## config.mk

```make
export PLATFORM = sky130hd
export DESIGN_NAME = ecl_loader
export DESIGN_NICKNAME = d
export VERILOG_FILES = /design/src/ecl_pkg.sv /design/src/ecl_fifo_if.sv /design/src/ecl_sync.sv /design/src/ecl_fifo.sv /design/src/ecl_loader.sv
export SDC_FILE = /design/constraint.sdc
export NUM_CORES = 1
export LEC_CHECK = 0
export BUFFER_PORTS_ARGS = -buffer_cell sky130_fd_sc_hd__buf_2
export CAP_MARGIN = 20
export CORE_ASPECT_RATIO = 0.9
export CORE_UTILIZATION = 64
export CTS_CLUSTER_DIAMETER = 30
export CTS_CLUSTER_SIZE = 12
export DETAILED_ROUTE_END_ITERATION = 10
export PLACE_DENSITY = 0.88
export SYNTH_ARGS = -nofsm -noshare
export SYNTH_HDL_FRONTEND = slang
export SYNTH_SLANG_ARGS = --single-unit
export TNS_END_PERCENT = 30
```

## constraint.sdc

```tcl
create_clock -name clk_i -period 4.4 [get_ports clk_i]
set_input_delay 1.1 -clock clk_i [delete_from_list [all_inputs] [get_ports clk_i]]
set_output_delay 1.1 -clock clk_i [all_outputs]
set_load 0.01 [all_outputs]
```

## src/ecl_pkg.sv

```systemverilog
/*
  Constants, types and field helpers for the EEPROM configuration loader.
  Assumes a 40 MHz core clock and a two-wire serial EEPROM with pull-ups on both lines.
*/
// What this block does
// [RULE_01] Master mode runs only while the four-level enable strap sits at float.
// [RULE_02] EEPROM is addressed as A0 hex; bus clock stays at or below 400 kHz.
// [RULE_03] Own address byte comes from the four address straps; zero gives B0.
// [RULE_04] No EEPROM access starts until the load grant input is low.
// [RULE_05] First device has grant tied low; others take previous device's done.
// [RULE_06] Active-low load done asserts once the configuration has been loaded.
// [RULE_07] First three EEPROM bytes form a common header read before any image.
// [RULE_08] Header byte zero bit 7 enables CRC checking of the image.
// [RULE_09] With CRC disabled the CRC location must hold A5 hex.
// [RULE_10] Map flag takes start address from the map, else from own address.
// [RULE_11] Large-EEPROM flag selects two-byte word addressing.
// [RULE_12] Exactly 37 configuration bytes are fetched per device.
// [RULE_13] Path selects and input mode come only from straps, never from the image.
// [RULE_14] Image byte 3 holds per-channel power-down bits, default all powered.
// [RULE_15] Image byte 4 bit 3 overrides the low-power strap; other bits reserved.
// [RULE_16] Image byte 6: rx-detect override, mode override, 3-bit delay default 7.
// [RULE_17] Image byte 8 is the channel 0 boost code, default 2F hex.
// [RULE_18] Channel 1 swing and de-emphasis sit in bits 6..1 of image byte 13.
// [RULE_19] A load-complete status bit sets after the EEPROM read finishes.
// [RULE_20] Sixteen address bytes from B0 upward in steps of two.
// [RULE_21] Bytes are read in ascending order and stored before done asserts.
// [RULE_22] Done stays asserted until reset; both bus lines released at the end.
package ecl_pkg;
  // Timing: quarter-bit count rounds up so the bus never exceeds its rate
  localparam int CLK_PERIOD_NS = 25;
  localparam int I2C_BIT_NS    = 2500;
  localparam int QTR_CYCLES    = (I2C_BIT_NS + 4 * CLK_PERIOD_NS - 1) / (4 * CLK_PERIOD_NS);

  // Bus addresses and strap codes
  localparam logic [7:0] EEPROM_DEV_WR  = 8'hA0;
  localparam logic [7:0] EEPROM_DEV_RD  = 8'hA1;
  localparam logic [7:0] OWN_ADDR_BASE  = 8'hB0;
  localparam logic [1:0] STRAP_FLOAT    = 2'h2;
  localparam logic [7:0] SYNC_RST       = 8'h81;

  // Image layout
  localparam int         HDR_LEN     = 3;
  localparam int         IMG_LEN     = 37;
  localparam int         MAP_BASE    = 3;
  localparam int         HDR_CRC_BIT = 7;
  localparam int         HDR_MAP_BIT = 6;
  localparam int         HDR_BIG_BIT = 5;
  localparam logic [7:0] CRC_FIXED   = 8'hA5;
  localparam logic [7:0] CRC_POLY    = 8'h07;
  localparam int BYTE_PWDN  = 3;
  localparam int BYTE_LOPWR = 4;
  localparam int LOPWR_BIT  = 3;
  localparam int BYTE_MISC  = 6;
  localparam int RXDET_BIT  = 6;
  localparam int MODE_BIT   = 5;
  localparam int BYTE_EQ0   = 8;
  localparam int BYTE_DRV1  = 13;

  typedef logic [7:0] ecl_img_t [IMG_LEN];

  // Image defaults, EEPROM addresses 3 upward
  localparam ecl_img_t IMG_DEFAULTS = '{
    8'h00, 8'h00, 8'h04, 8'h07, 8'h00, 8'h2F, 8'hAD, 8'h40, 8'h02, 8'hFA,
    8'hD4, 8'h00, 8'h2F, 8'hAD, 8'h40, 8'h02, 8'hFA, 8'hD4, 8'h01, 8'h80,
    8'h5F, 8'h5A, 8'h80, 8'h05, 8'hF5, 8'hA8, 8'h00, 8'h5F, 8'h5A, 8'h80,
    8'h05, 8'hF5, 8'hA8, 8'h00, 8'h00, 8'h54, 8'h54};

  typedef struct packed {
    logic [7:0] pwdn;
    logic       lopwr;
    logic       rxdet;
    logic       mode;
    logic [2:0] rxdly;
    logic [7:0] eq0;
    logic [2:0] swing;
    logic [2:0] deemph;
  } ecl_out_t;

  typedef enum logic [4:0] {ST_IDLE = 5'b00001, ST_START = 5'b00010, ST_BIT = 5'b00100,
                            ST_STOP = 5'b01000, ST_DONE = 5'b10000} ecl_state_t;
  typedef enum logic [3:0] {PH_DEVW = 4'b0001, PH_AHI = 4'b0010, PH_ALO = 4'b0100,
                            PH_DEVR = 4'b1000} ecl_addr_ph_t;
  typedef enum logic [2:0] {JOB_HDR = 3'b001, JOB_MAP = 3'b010, JOB_IMG = 3'b100} ecl_job_t;

  // Extract the applied settings from an image
  function automatic ecl_out_t ecl_fields(input ecl_img_t m);
    ecl_out_t o;
    o.pwdn   = m[BYTE_PWDN - HDR_LEN];
    o.lopwr  = m[BYTE_LOPWR - HDR_LEN][LOPWR_BIT];
    o.rxdet  = m[BYTE_MISC - HDR_LEN][RXDET_BIT];
    o.mode   = m[BYTE_MISC - HDR_LEN][MODE_BIT];
    o.rxdly  = m[BYTE_MISC - HDR_LEN][2:0];
    o.eq0    = m[BYTE_EQ0 - HDR_LEN];
    o.swing  = m[BYTE_DRV1 - HDR_LEN][6:4];
    o.deemph = m[BYTE_DRV1 - HDR_LEN][3:1];
    return o;
  endfunction

  // CRC-8 over one byte, MSB first
  function automatic logic [7:0] ecl_crc8(input logic [7:0] c, input logic [7:0] d);
    logic [7:0] r;
    r = c ^ d;
    for (int i = 0; i < 8; i++) begin
      r = r[7] ? ((r << 1) ^ CRC_POLY) : (r << 1);
    end
    return r;
  endfunction
endpackage

```

## src/ecl_fifo_if.sv

```systemverilog
/*
  Byte stream carrier between the loader's bus engine and its image buffer.
  Assumes both ends run on the same clock.
*/
`timescale 1ns/1ps
interface ecl_fifo_if #(parameter int W = 8);
  logic         push_valid;
  logic         push_ready;
  logic [W-1:0] push_data;
  logic         pop_valid;
  logic         pop_ready;
  logic [W-1:0] pop_data;
  modport fifo (input push_valid, push_data, pop_ready, output push_ready, pop_valid, pop_data);
  modport user (output push_valid, push_data, pop_ready, input push_ready, pop_valid, pop_data);
endinterface

```

## src/ecl_sync.sv

```systemverilog
/*
  Two-flop synchroniser for pins entering the core clock domain.
  Assumes inputs are static levels or slow compared with the clock.
*/
`timescale 1ns/1ps
module ecl_sync #(
  parameter int           W   = 1,
  parameter logic [W-1:0] RST = '0
) (
  input  wire logic         clk_i,
  input  wire logic         reset_n_i,
  input  wire logic [W-1:0] d_i,
  output logic      [W-1:0] q_o
);
  logic [W-1:0] meta;

  // First stage feeds only the second
  always_ff @(posedge clk_i or negedge reset_n_i) begin
    if (!reset_n_i) begin
      meta <= RST;
      q_o  <= RST;
    end else begin
      meta <= d_i;
      q_o  <= meta;
    end
  end
endmodule

```

## src/ecl_fifo.sv

```systemverilog
/*
  Synchronous FIFO with valid/ready on both sides.
  Assumes DEPTH is a power of two of at least two.
*/
`timescale 1ns/1ps
module ecl_fifo #(
  parameter int W     = 8,
  parameter int DEPTH = 8
) (
  input  wire logic clk_i,
  input  wire logic reset_n_i,
  ecl_fifo_if.fifo  fp
);
  localparam int AW = $clog2(DEPTH);

  if (DEPTH < 2 || (1 << AW) != DEPTH) begin : g_bad_depth
    $error("ecl_fifo: DEPTH must be a power of two, at least 2");
  end

  logic [W-1:0] mem [DEPTH];
  logic [AW:0]  wptr, next_wptr, rptr, next_rptr;
  logic         do_push, do_pop;

  // Full and empty from the wrap bit
  always_comb begin
    fp.push_ready = (wptr[AW] == rptr[AW]) || (wptr[AW-1:0] != rptr[AW-1:0]);
    fp.pop_valid  = (wptr != rptr);
    fp.pop_data   = mem[rptr[AW-1:0]];
    do_push       = fp.push_valid && fp.push_ready;
    do_pop        = fp.pop_valid && fp.pop_ready;
    next_wptr     = do_push ? wptr + 1'b1 : wptr;
    next_rptr     = do_pop ? rptr + 1'b1 : rptr;
  end

  // Pointers and storage
  always_ff @(posedge clk_i or negedge reset_n_i) begin
    if (!reset_n_i) begin
      wptr <= '0;
      rptr <= '0;
    end else begin
      wptr <= next_wptr;
      rptr <= next_rptr;
    end
  end

  always_ff @(posedge clk_i) begin
    if (do_push) begin
      mem[wptr[AW-1:0]] <= fp.push_data;
    end
  end
endmodule

```

## src/ecl_loader.sv

```systemverilog
/*
  Power-up configuration loader: two-wire bus master that reads a header and a
  37-byte image from a serial EEPROM and applies it to the redriver settings.
  Assumes external pull-ups on both bus lines and a daisy-chained grant input.
*/
`timescale 1ns/1ps
module ecl_loader #(
  parameter int QTR = ecl_pkg::QTR_CYCLES
) (
  // Clock and reset
  input  wire logic       clk_i,
  input  wire logic       reset_n_i,
  // Straps and chain
  input  wire logic [1:0] serial_if_enable_strap_i,
  input  wire logic [3:0] addr_strap_i,
  input  wire logic       load_grant_n_i,
  output logic            load_done_n_o,
  // Two-wire bus, open drain
  input  wire logic       sda_i,
  output logic            sda_o,
  output logic            sda_oe_o,
  output logic            scl_o,
  output logic            scl_oe_o,
  // Write-back control and status
  input  wire logic       cfg_write_hold_i,
  output logic            load_complete_o,
  output logic            load_error_o,
  output logic [7:0]      dev_addr_o,
  // Applied settings
  output logic [7:0]      chan_powerdown_bits_o,
  output logic            low_power_override_o,
  output logic            rx_detect_override_o,
  output logic            mode_override_o,
  output logic [2:0]      rx_delay_sel_o,
  output logic [7:0]      eq_boost_code_o,
  output logic [2:0]      swing_code_o,
  output logic [2:0]      deemph_code_o
);
  import ecl_pkg::*;

  localparam int DW = $clog2(QTR + 1);

  if (QTR < 1) begin : g_bad_qtr
    $error("ecl_loader: QTR must be at least one cycle");
  end

  logic         grant_n_s, sda_s;
  logic [1:0]   ens_s;
  logic [3:0]   ad_s;
  ecl_fifo_if #(.W(8)) f ();

  // Pins enter through two flops
  ecl_sync #(.W(8), .RST(SYNC_RST)) u_sync (
    .clk_i     (clk_i),
    .reset_n_i (reset_n_i),
    .d_i       ({load_grant_n_i, serial_if_enable_strap_i, addr_strap_i, sda_i}),
    .q_o       ({grant_n_s, ens_s, ad_s, sda_s})
  );

  // Image buffer between bus engine and write-back
  ecl_fifo #(.W(8), .DEPTH(8)) u_fifo (
    .clk_i     (clk_i),
    .reset_n_i (reset_n_i),
    .fp        (f.fifo)
  );

  ecl_state_t   state, next_state;
  ecl_addr_ph_t aph, next_aph;
  ecl_job_t     job, next_job;
  logic         rx, next_rx;
  logic [1:0]   q, next_q;
  logic [3:0]   bitn, next_bitn;
  logic [8:0]   shreg, next_shreg;
  logic [15:0]  rd_addr, next_rd_addr;
  logic [5:0]   cnt, next_cnt, job_len;
  logic [2:0]   flags, next_flags;
  logic [7:0]   crc, next_crc;
  logic         err, next_err;
  logic         sda_rel, next_sda_rel, scl_rel, next_scl_rel;
  logic [DW-1:0] div_cnt, next_div_cnt;
  logic         qtick, running, last, stall, byte_end;
  logic [7:0]   rx_byte;
  logic [15:0]  calc_start;

  // Own address and default start address
  always_comb begin
    dev_addr_o = OWN_ADDR_BASE + {3'h0, ad_s, 1'b0}; // [RULE_03] [RULE_20]
    calc_start = 16'(HDR_LEN) + 16'(ad_s) * 16'(IMG_LEN);
  end

  // Quarter-bit divider, runs only during a transfer
  always_comb begin
    running      = (state == ST_START) || (state == ST_BIT) || (state == ST_STOP);
    qtick        = running && (div_cnt == DW'(QTR - 1)); // [RULE_02]
    next_div_cnt = (!running || qtick) ? '0 : div_cnt + 1'b1;
  end

  always_ff @(posedge clk_i or negedge reset_n_i) begin
    if (!reset_n_i) begin
      div_cnt <= '0;
    end else begin
      div_cnt <= next_div_cnt;
    end
  end

  // Byte counts per job and end-of-byte decode
  always_comb begin
    case (job)
      JOB_HDR: job_len = 6'(HDR_LEN); // [RULE_07]
      JOB_MAP: job_len = 6'h01;
      default: job_len = 6'(IMG_LEN + 1); // [RULE_12]
    endcase
    last     = (cnt == job_len - 6'h01);
    rx_byte  = shreg[7:0];
    byte_end = (state == ST_BIT) && (q == 2'h3) && (bitn == 4'h8);
    stall    = byte_end && rx && (job == JOB_IMG) && (cnt < 6'(IMG_LEN)) && !f.push_ready;
    f.push_valid = qtick && byte_end && rx && (job == JOB_IMG) && (cnt < 6'(IMG_LEN));
    f.push_data  = rx_byte;
  end

  // Bus sequencer: header, optional map, image, each a random read
  always_comb begin
    next_state   = state;
    next_aph     = aph;
    next_job     = job;
    next_rx      = rx;
    next_q       = q;
    next_bitn    = bitn;
    next_shreg   = shreg;
    next_rd_addr = rd_addr;
    next_cnt     = cnt;
    next_flags   = flags;
    next_crc     = crc;
    next_err     = err;
    case (state)
      ST_IDLE: begin
        if (ens_s == STRAP_FLOAT && !grant_n_s) begin // [RULE_01] [RULE_04]
          next_state   = ST_START;
          next_job     = JOB_HDR;
          next_aph     = PH_DEVW;
          next_rx      = 1'b0;
          next_rd_addr = '0;
          next_q       = '0;
        end
      end
      ST_START: begin
        if (qtick) begin
          next_q = q + 2'h1;
          if (q == 2'h3) begin
            next_state = ST_BIT;
            next_bitn  = '0;
            next_shreg = {(aph == PH_DEVR) ? EEPROM_DEV_RD : EEPROM_DEV_WR, 1'b1}; // [RULE_02]
          end
        end
      end
      ST_BIT: begin
        if (qtick && !stall) begin
          next_q = q + 2'h1;
          if (q == 2'h3) begin
            next_shreg = {shreg[7:0], sda_s};
            next_bitn  = bitn + 4'h1;
            if (bitn == 4'h8) begin
              next_bitn = '0;
              if (!rx && sda_s) begin
                next_err   = 1'b1;
                next_state = ST_STOP;
              end else if (!rx) begin
                case (aph)
                  PH_DEVW: begin
                    next_aph   = flags[0] ? PH_AHI : PH_ALO; // [RULE_11]
                    next_shreg = {flags[0] ? rd_addr[15:8] : rd_addr[7:0], 1'b1};
                  end
                  PH_AHI: begin
                    next_aph   = PH_ALO;
                    next_shreg = {rd_addr[7:0], 1'b1};
                  end
                  PH_ALO: begin
                    next_aph   = PH_DEVR;
                    next_state = ST_START;
                  end
                  default: begin
                    next_rx  = 1'b1;
                    next_cnt = '0;
                  end
                endcase
              end else begin
                next_cnt = cnt + 6'h01; // [RULE_21]
                if (last) begin
                  next_state = ST_STOP;
                end
                case (job)
                  JOB_HDR: begin
                    if (cnt == 6'h00) begin // [RULE_07] [RULE_08] [RULE_10]
                      next_flags = {rx_byte[HDR_CRC_BIT], rx_byte[HDR_MAP_BIT],
                                    rx_byte[HDR_BIG_BIT]};
                    end
                  end
                  JOB_MAP: next_rd_addr = {8'h00, rx_byte}; // [RULE_10]
                  default: begin
                    if (cnt < 6'(IMG_LEN)) begin
                      next_crc = ecl_crc8(crc, rx_byte); // [RULE_08]
                    end else if (rx_byte != (flags[2] ? crc : CRC_FIXED)) begin // [RULE_09]
                      next_err = 1'b1;
                    end
                  end
                endcase
              end
            end
          end
        end
      end
      ST_STOP: begin
        if (qtick) begin
          next_q = q + 2'h1;
          if (q == 2'h3) begin
            if (err || job == JOB_IMG) begin
              next_state = ST_DONE;
            end else begin
              next_state = ST_START;
              next_aph   = PH_DEVW;
              next_rx    = 1'b0;
              next_cnt   = '0;
              next_crc   = '0;
              if (job == JOB_HDR) begin // [RULE_10]
                next_rd_addr = flags[1] ? 16'(MAP_BASE) + 16'(ad_s) : calc_start;
                next_job     = flags[1] ? JOB_MAP : JOB_IMG;
              end else begin
                next_job = JOB_IMG;
              end
            end
          end
        end
      end
      ST_DONE: next_state = ST_DONE;
      default: next_state = ST_IDLE;
    endcase
    // Line levels for the quarter being entered
    case (next_state)
      ST_START: begin
        next_scl_rel = (next_q == 2'h1) || (next_q == 2'h2);
        next_sda_rel = (next_q < 2'h2);
      end
      ST_STOP: begin
        next_scl_rel = (next_q != 2'h0);
        next_sda_rel = (next_q >= 2'h2);
      end
      ST_BIT: begin
        next_scl_rel = (next_q >= 2'h2);
        next_sda_rel = !next_rx ? next_shreg[8] : ((next_bitn == 4'h8) ? last : 1'b1);
      end
      default: begin
        next_scl_rel = 1'b1; // [RULE_22]
        next_sda_rel = 1'b1;
      end
    endcase
  end

  always_ff @(posedge clk_i or negedge reset_n_i) begin
    if (!reset_n_i) begin
      state   <= ST_IDLE;
      aph     <= PH_DEVW;
      job     <= JOB_HDR;
      rx      <= 1'b0;
      q       <= '0;
      bitn    <= '0;
      shreg   <= '1;
      rd_addr <= '0;
      cnt     <= '0;
      flags   <= '0;
      crc     <= '0;
      err     <= 1'b0;
      sda_rel <= 1'b1;
      scl_rel <= 1'b1;
    end else begin
      state   <= next_state;
      aph     <= next_aph;
      job     <= next_job;
      rx      <= next_rx;
      q       <= next_q;
      bitn    <= next_bitn;
      shreg   <= next_shreg;
      rd_addr <= next_rd_addr;
      cnt     <= next_cnt;
      flags   <= next_flags;
      crc     <= next_crc;
      err     <= next_err;
      sda_rel <= next_sda_rel;
      scl_rel <= next_scl_rel;
    end
  end

  // Open-drain drive: enable pulls the line low
  assign sda_o    = 1'b0;
  assign scl_o    = 1'b0;
  assign sda_oe_o = !sda_rel;
  assign scl_oe_o = !scl_rel;

  ecl_img_t  cfg, next_cfg;
  logic [5:0] wr_idx, next_wr_idx;
  logic      done, next_done, fin;
  ecl_out_t  outs, next_outs;

  // Write-back of image bytes in ascending order, then apply and finish
  always_comb begin
    f.pop_ready = !cfg_write_hold_i && !done;
    next_cfg    = cfg;
    next_wr_idx = wr_idx;
    if (f.pop_valid && f.pop_ready) begin
      next_cfg[wr_idx] = f.pop_data; // [RULE_21]
      next_wr_idx      = wr_idx + 6'h01;
    end
    fin       = (state == ST_DONE) && !f.pop_valid && (err || wr_idx == 6'(IMG_LEN));
    next_done = done || fin; // [RULE_06] [RULE_22]
    next_outs = outs;
    if (fin && !done && !err) begin
      next_outs = ecl_fields(cfg); // [RULE_13] [RULE_14] [RULE_15] [RULE_16] [RULE_17] [RULE_18]
    end
  end

  always_ff @(posedge clk_i or negedge reset_n_i) begin
    if (!reset_n_i) begin
      cfg    <= IMG_DEFAULTS;
      wr_idx <= '0;
      done   <= 1'b0;
      outs   <= ecl_fields(IMG_DEFAULTS);
    end else begin
      cfg    <= next_cfg;
      wr_idx <= next_wr_idx;
      done   <= next_done;
      outs   <= next_outs;
    end
  end

  // Status and applied settings
  assign load_done_n_o         = !done; // [RULE_06] [RULE_05]
  assign load_complete_o       = done; // [RULE_19]
  assign load_error_o          = done && err;
  assign chan_powerdown_bits_o = outs.pwdn;
  assign low_power_override_o  = outs.lopwr;
  assign rx_detect_override_o  = outs.rxdet;
  assign mode_override_o       = outs.mode;
  assign rx_delay_sel_o        = outs.rxdly;
  assign eq_boost_code_o       = outs.eq0;
  assign swing_code_o          = outs.swing;
  assign deemph_code_o         = outs.deemph;
endmodule

```

==> impl_metrics.ini <==
[global_route]
overflow = 0
grt_pass1_vias = 7007
antenna_found_initial = 0
grtUsageTotal_pct = 30.1
grt_max_degree = 79
grt_pass1_wl_um = 37300

[cts]
cts.sinks = 214
root_buffer = clkbuf_16
cts_max_level = 2
cts-buffers-inserted = 37
postCtsHoldBufs = 0
worst_skew_pair.late_latency_ns = 0.52
cts_resized = 0
cts_buffer_depth = 3
clkTransAtPathRegs_ns = 0.05
cts_tree = done
post-cts-setup-buffers = 0

[finish]
fin_cells = 1096
fin_util_pct = 78.3
final_common_cell = dfrtp_1
syn_to_final_growth_pct = 17.6
nNetsFinal = 904
fin_area_um2 = 11700
mostFrequentLayoutCells = dfrtp_1, edfxtp_1, mux2_2, nand2_1, nor2_1
insertedDiodeCount = 0
drive_above_1_share_pct = 28.6

[logic_synthesis]
syn_inst = 801
synth_area_um2 = 9930
ys.flop_type = dfrtp_1
yosysTopAreaCellShare_pct = 27.7
ys_seq_elements = 214
synth_cell_types = 70
syn_area_per_cell_um2 = 12.4
ys_async_sr_fraction_pct = 70.1
ys_seq_area_share_pct = 57.6
yosysWarnings = 0
synth_edf_count = 64
yosysTopAreaCell = dfrtp_1
synthTopCellsByArea = dfrtp_1, edfxtp_1, dfstp_2

[die]
start_util_pct = 66.6
die_w_um = 133
dieArea_um2 = 16000
die_y_um = 120
core_um2 = 14900
io_pins = 54
row_count = 42

[detailed_routing]
drt-total-wl_um = 23000
firstDrtPassIters = 5
wire_per_inst_um = 21.0
drtAntennaViolNets = 0
via_per_inst = 6.20
drc = 0
vias = 6790
initialDrtViolationCount = 480

[pwr]
ir_drop_mv = 0.358
p_per_area_nw_per_um2 = 452
leakagePower_uw = 0.00474

[worst_hold_path]
min_path_type = reg -> reg
whs_path_depth = 0
hp-start = u_sync.meta[1]
hold-path-endpoint = u_sync.q_o[1]

[worst_setup_path]
r2r_start = div_cnt[0]
r2r_end = rd_addr[8]
r2r_cells = 10
worstPathMaxFanout = 20
cp.arrival_ns = 3.82
cp-startpoint = div_cnt[0]
r2r_slack_ns = 0.98
start_kind = flip-flop
criticalPathCategory = reg -> reg
crit_path_end_kind = flip-flop
crit_required_ns = 4.79

[sta]
setup_slack_ns = 0.978
rsz0062_at_grt = false
fin_crit_ns = 3.42
finalMaxSlewViolations = 0
setup_tns_ns = 0
worstMarginPinSlew_ns = 0.917
slew_headroom_pct = 38.6
finalSetupViolCount = 0
fmax_ghz = 0.292
hold_viol = 0
period_share_pct = 77.8
fin_skew_ns = 0.0249

[place]
dp.cells = 1027
gp_congestion = 0.926
hpwl_um = 14400
pre_cts_slack_ns = 1.11
io_buffers = 49
place_area_um2 = 10300

[flow_run]
drv_cap = 0

[status]
status = completed
[critical path, stage by stage (launching register included)]
cell and delay [ns]:
dfrtp_1 0.41, inv_1 0.08, ha_1 0.17, and4b_1 0.29, nand2_2 0.13, or3_4 0.42
o31ai_4 0.42, a21boi_2 0.34, a21boi_2 0.71, nor2b_1 0.10, a31o_2 0.24
[metal layers]
layer	part of all wire, %	GRT usage (%)
met4	2.3	10.3
met2	52	52.1
met3	5.6	5.07
met1	40	38.7
met5	0	0
[flip-flops by register name, summed over array words and instances (netlist names), 4 cells and up]
| register | count |
|---|---|
| bitn | 4 |
| u_fifo.rptr | 4 |
| cnt | 6 |
| state | 5 |
| crc | 8 |
| chan_powerdown_bits_o | 8 |
| aph | 4 |
| wr_idx | 6 |
| shreg | 9 |
| u_sync.meta | 8 |
| u_fifo.mem | 64 |
| rd_addr | 10 |
| eq_boost_code_o | 8 |
| u_fifo.wptr | 4 |
| u_sync.q_o | 8 |
| cfg | 28 |
| div_cnt | 5 |
[final cells by class]
cell class / count / area, um^2
fillers: 850 / 3240
well taps: 198 / 248
repair buffers: 60 / 334
flip-flops and latches: 214 / 5730
clock inverters: 27 / 359
inverters: 22 / 82.6
clock buffers: 41 / 971
multi-input cells: 534 / 3970
[worst max-delay path by stage]
stage	slack, ns	to
after floorplan	1.75	cfg[269]
after global placement	1.22	rd_addr[8]
after detailed placement	1.11	rd_addr[8]
after CTS	1.04	rd_addr[8]
after global routing	0.83	rd_addr[8]
final	0.98	rd_addr[8]
[through the flow]
step,hold slack [ns],power [uW]
floorplan,0.331,2210
global placement,0.335,2250
detailed placement,0.336,2260
CTS,0.349,5300
global route,0.351,5420
finish,0.346,5280
[Yosys cell counts, drive strengths merged (5+ instances only)]
master and number:
nand2b 11, clkbuf 16, a21oi 28, nand4 8
buf 17, nor2 57, dfrtp 110, nand4b 6
edfxtp 64, nor3b 6, and3 18, ha 24
or3 5, nor3 19, nor2b 8, mux4 16
inv 22, mux2 65, xor2 19, dfstp 40
xnor2 34, nand2 61, a22oi 7, nand3 26
o21ai 46, o31ai 12
[logic make-up after synthesis]
| group | Yosys count | share of synthesized area, % |
|---|---|---|
| buffers and inverters | 55 | 2.58 |
| multiplexers | 85 | 11.4 |
| XOR/XNOR | 53 | 4.67 |
| AND/OR/NAND/NOR | 245 | 12.8 |
| other | 2 | 0.0756 |
| AO/OA/AOI/OAI | 123 | 7.83 |
| flip-flops | 214 | 57.6 |
| adder cells (fa/ha/maj) | 24 | 3.02 |
[power breakdown]
part	switching, uW	internal [uW]	leakage, uW
clock	1060	1990	0.000642
combinational	86.2	47.6	0.00175
sequential	20.6	2070	0.00235
total	1170	4110	0.00474
(Power assumes the default switching activity.)
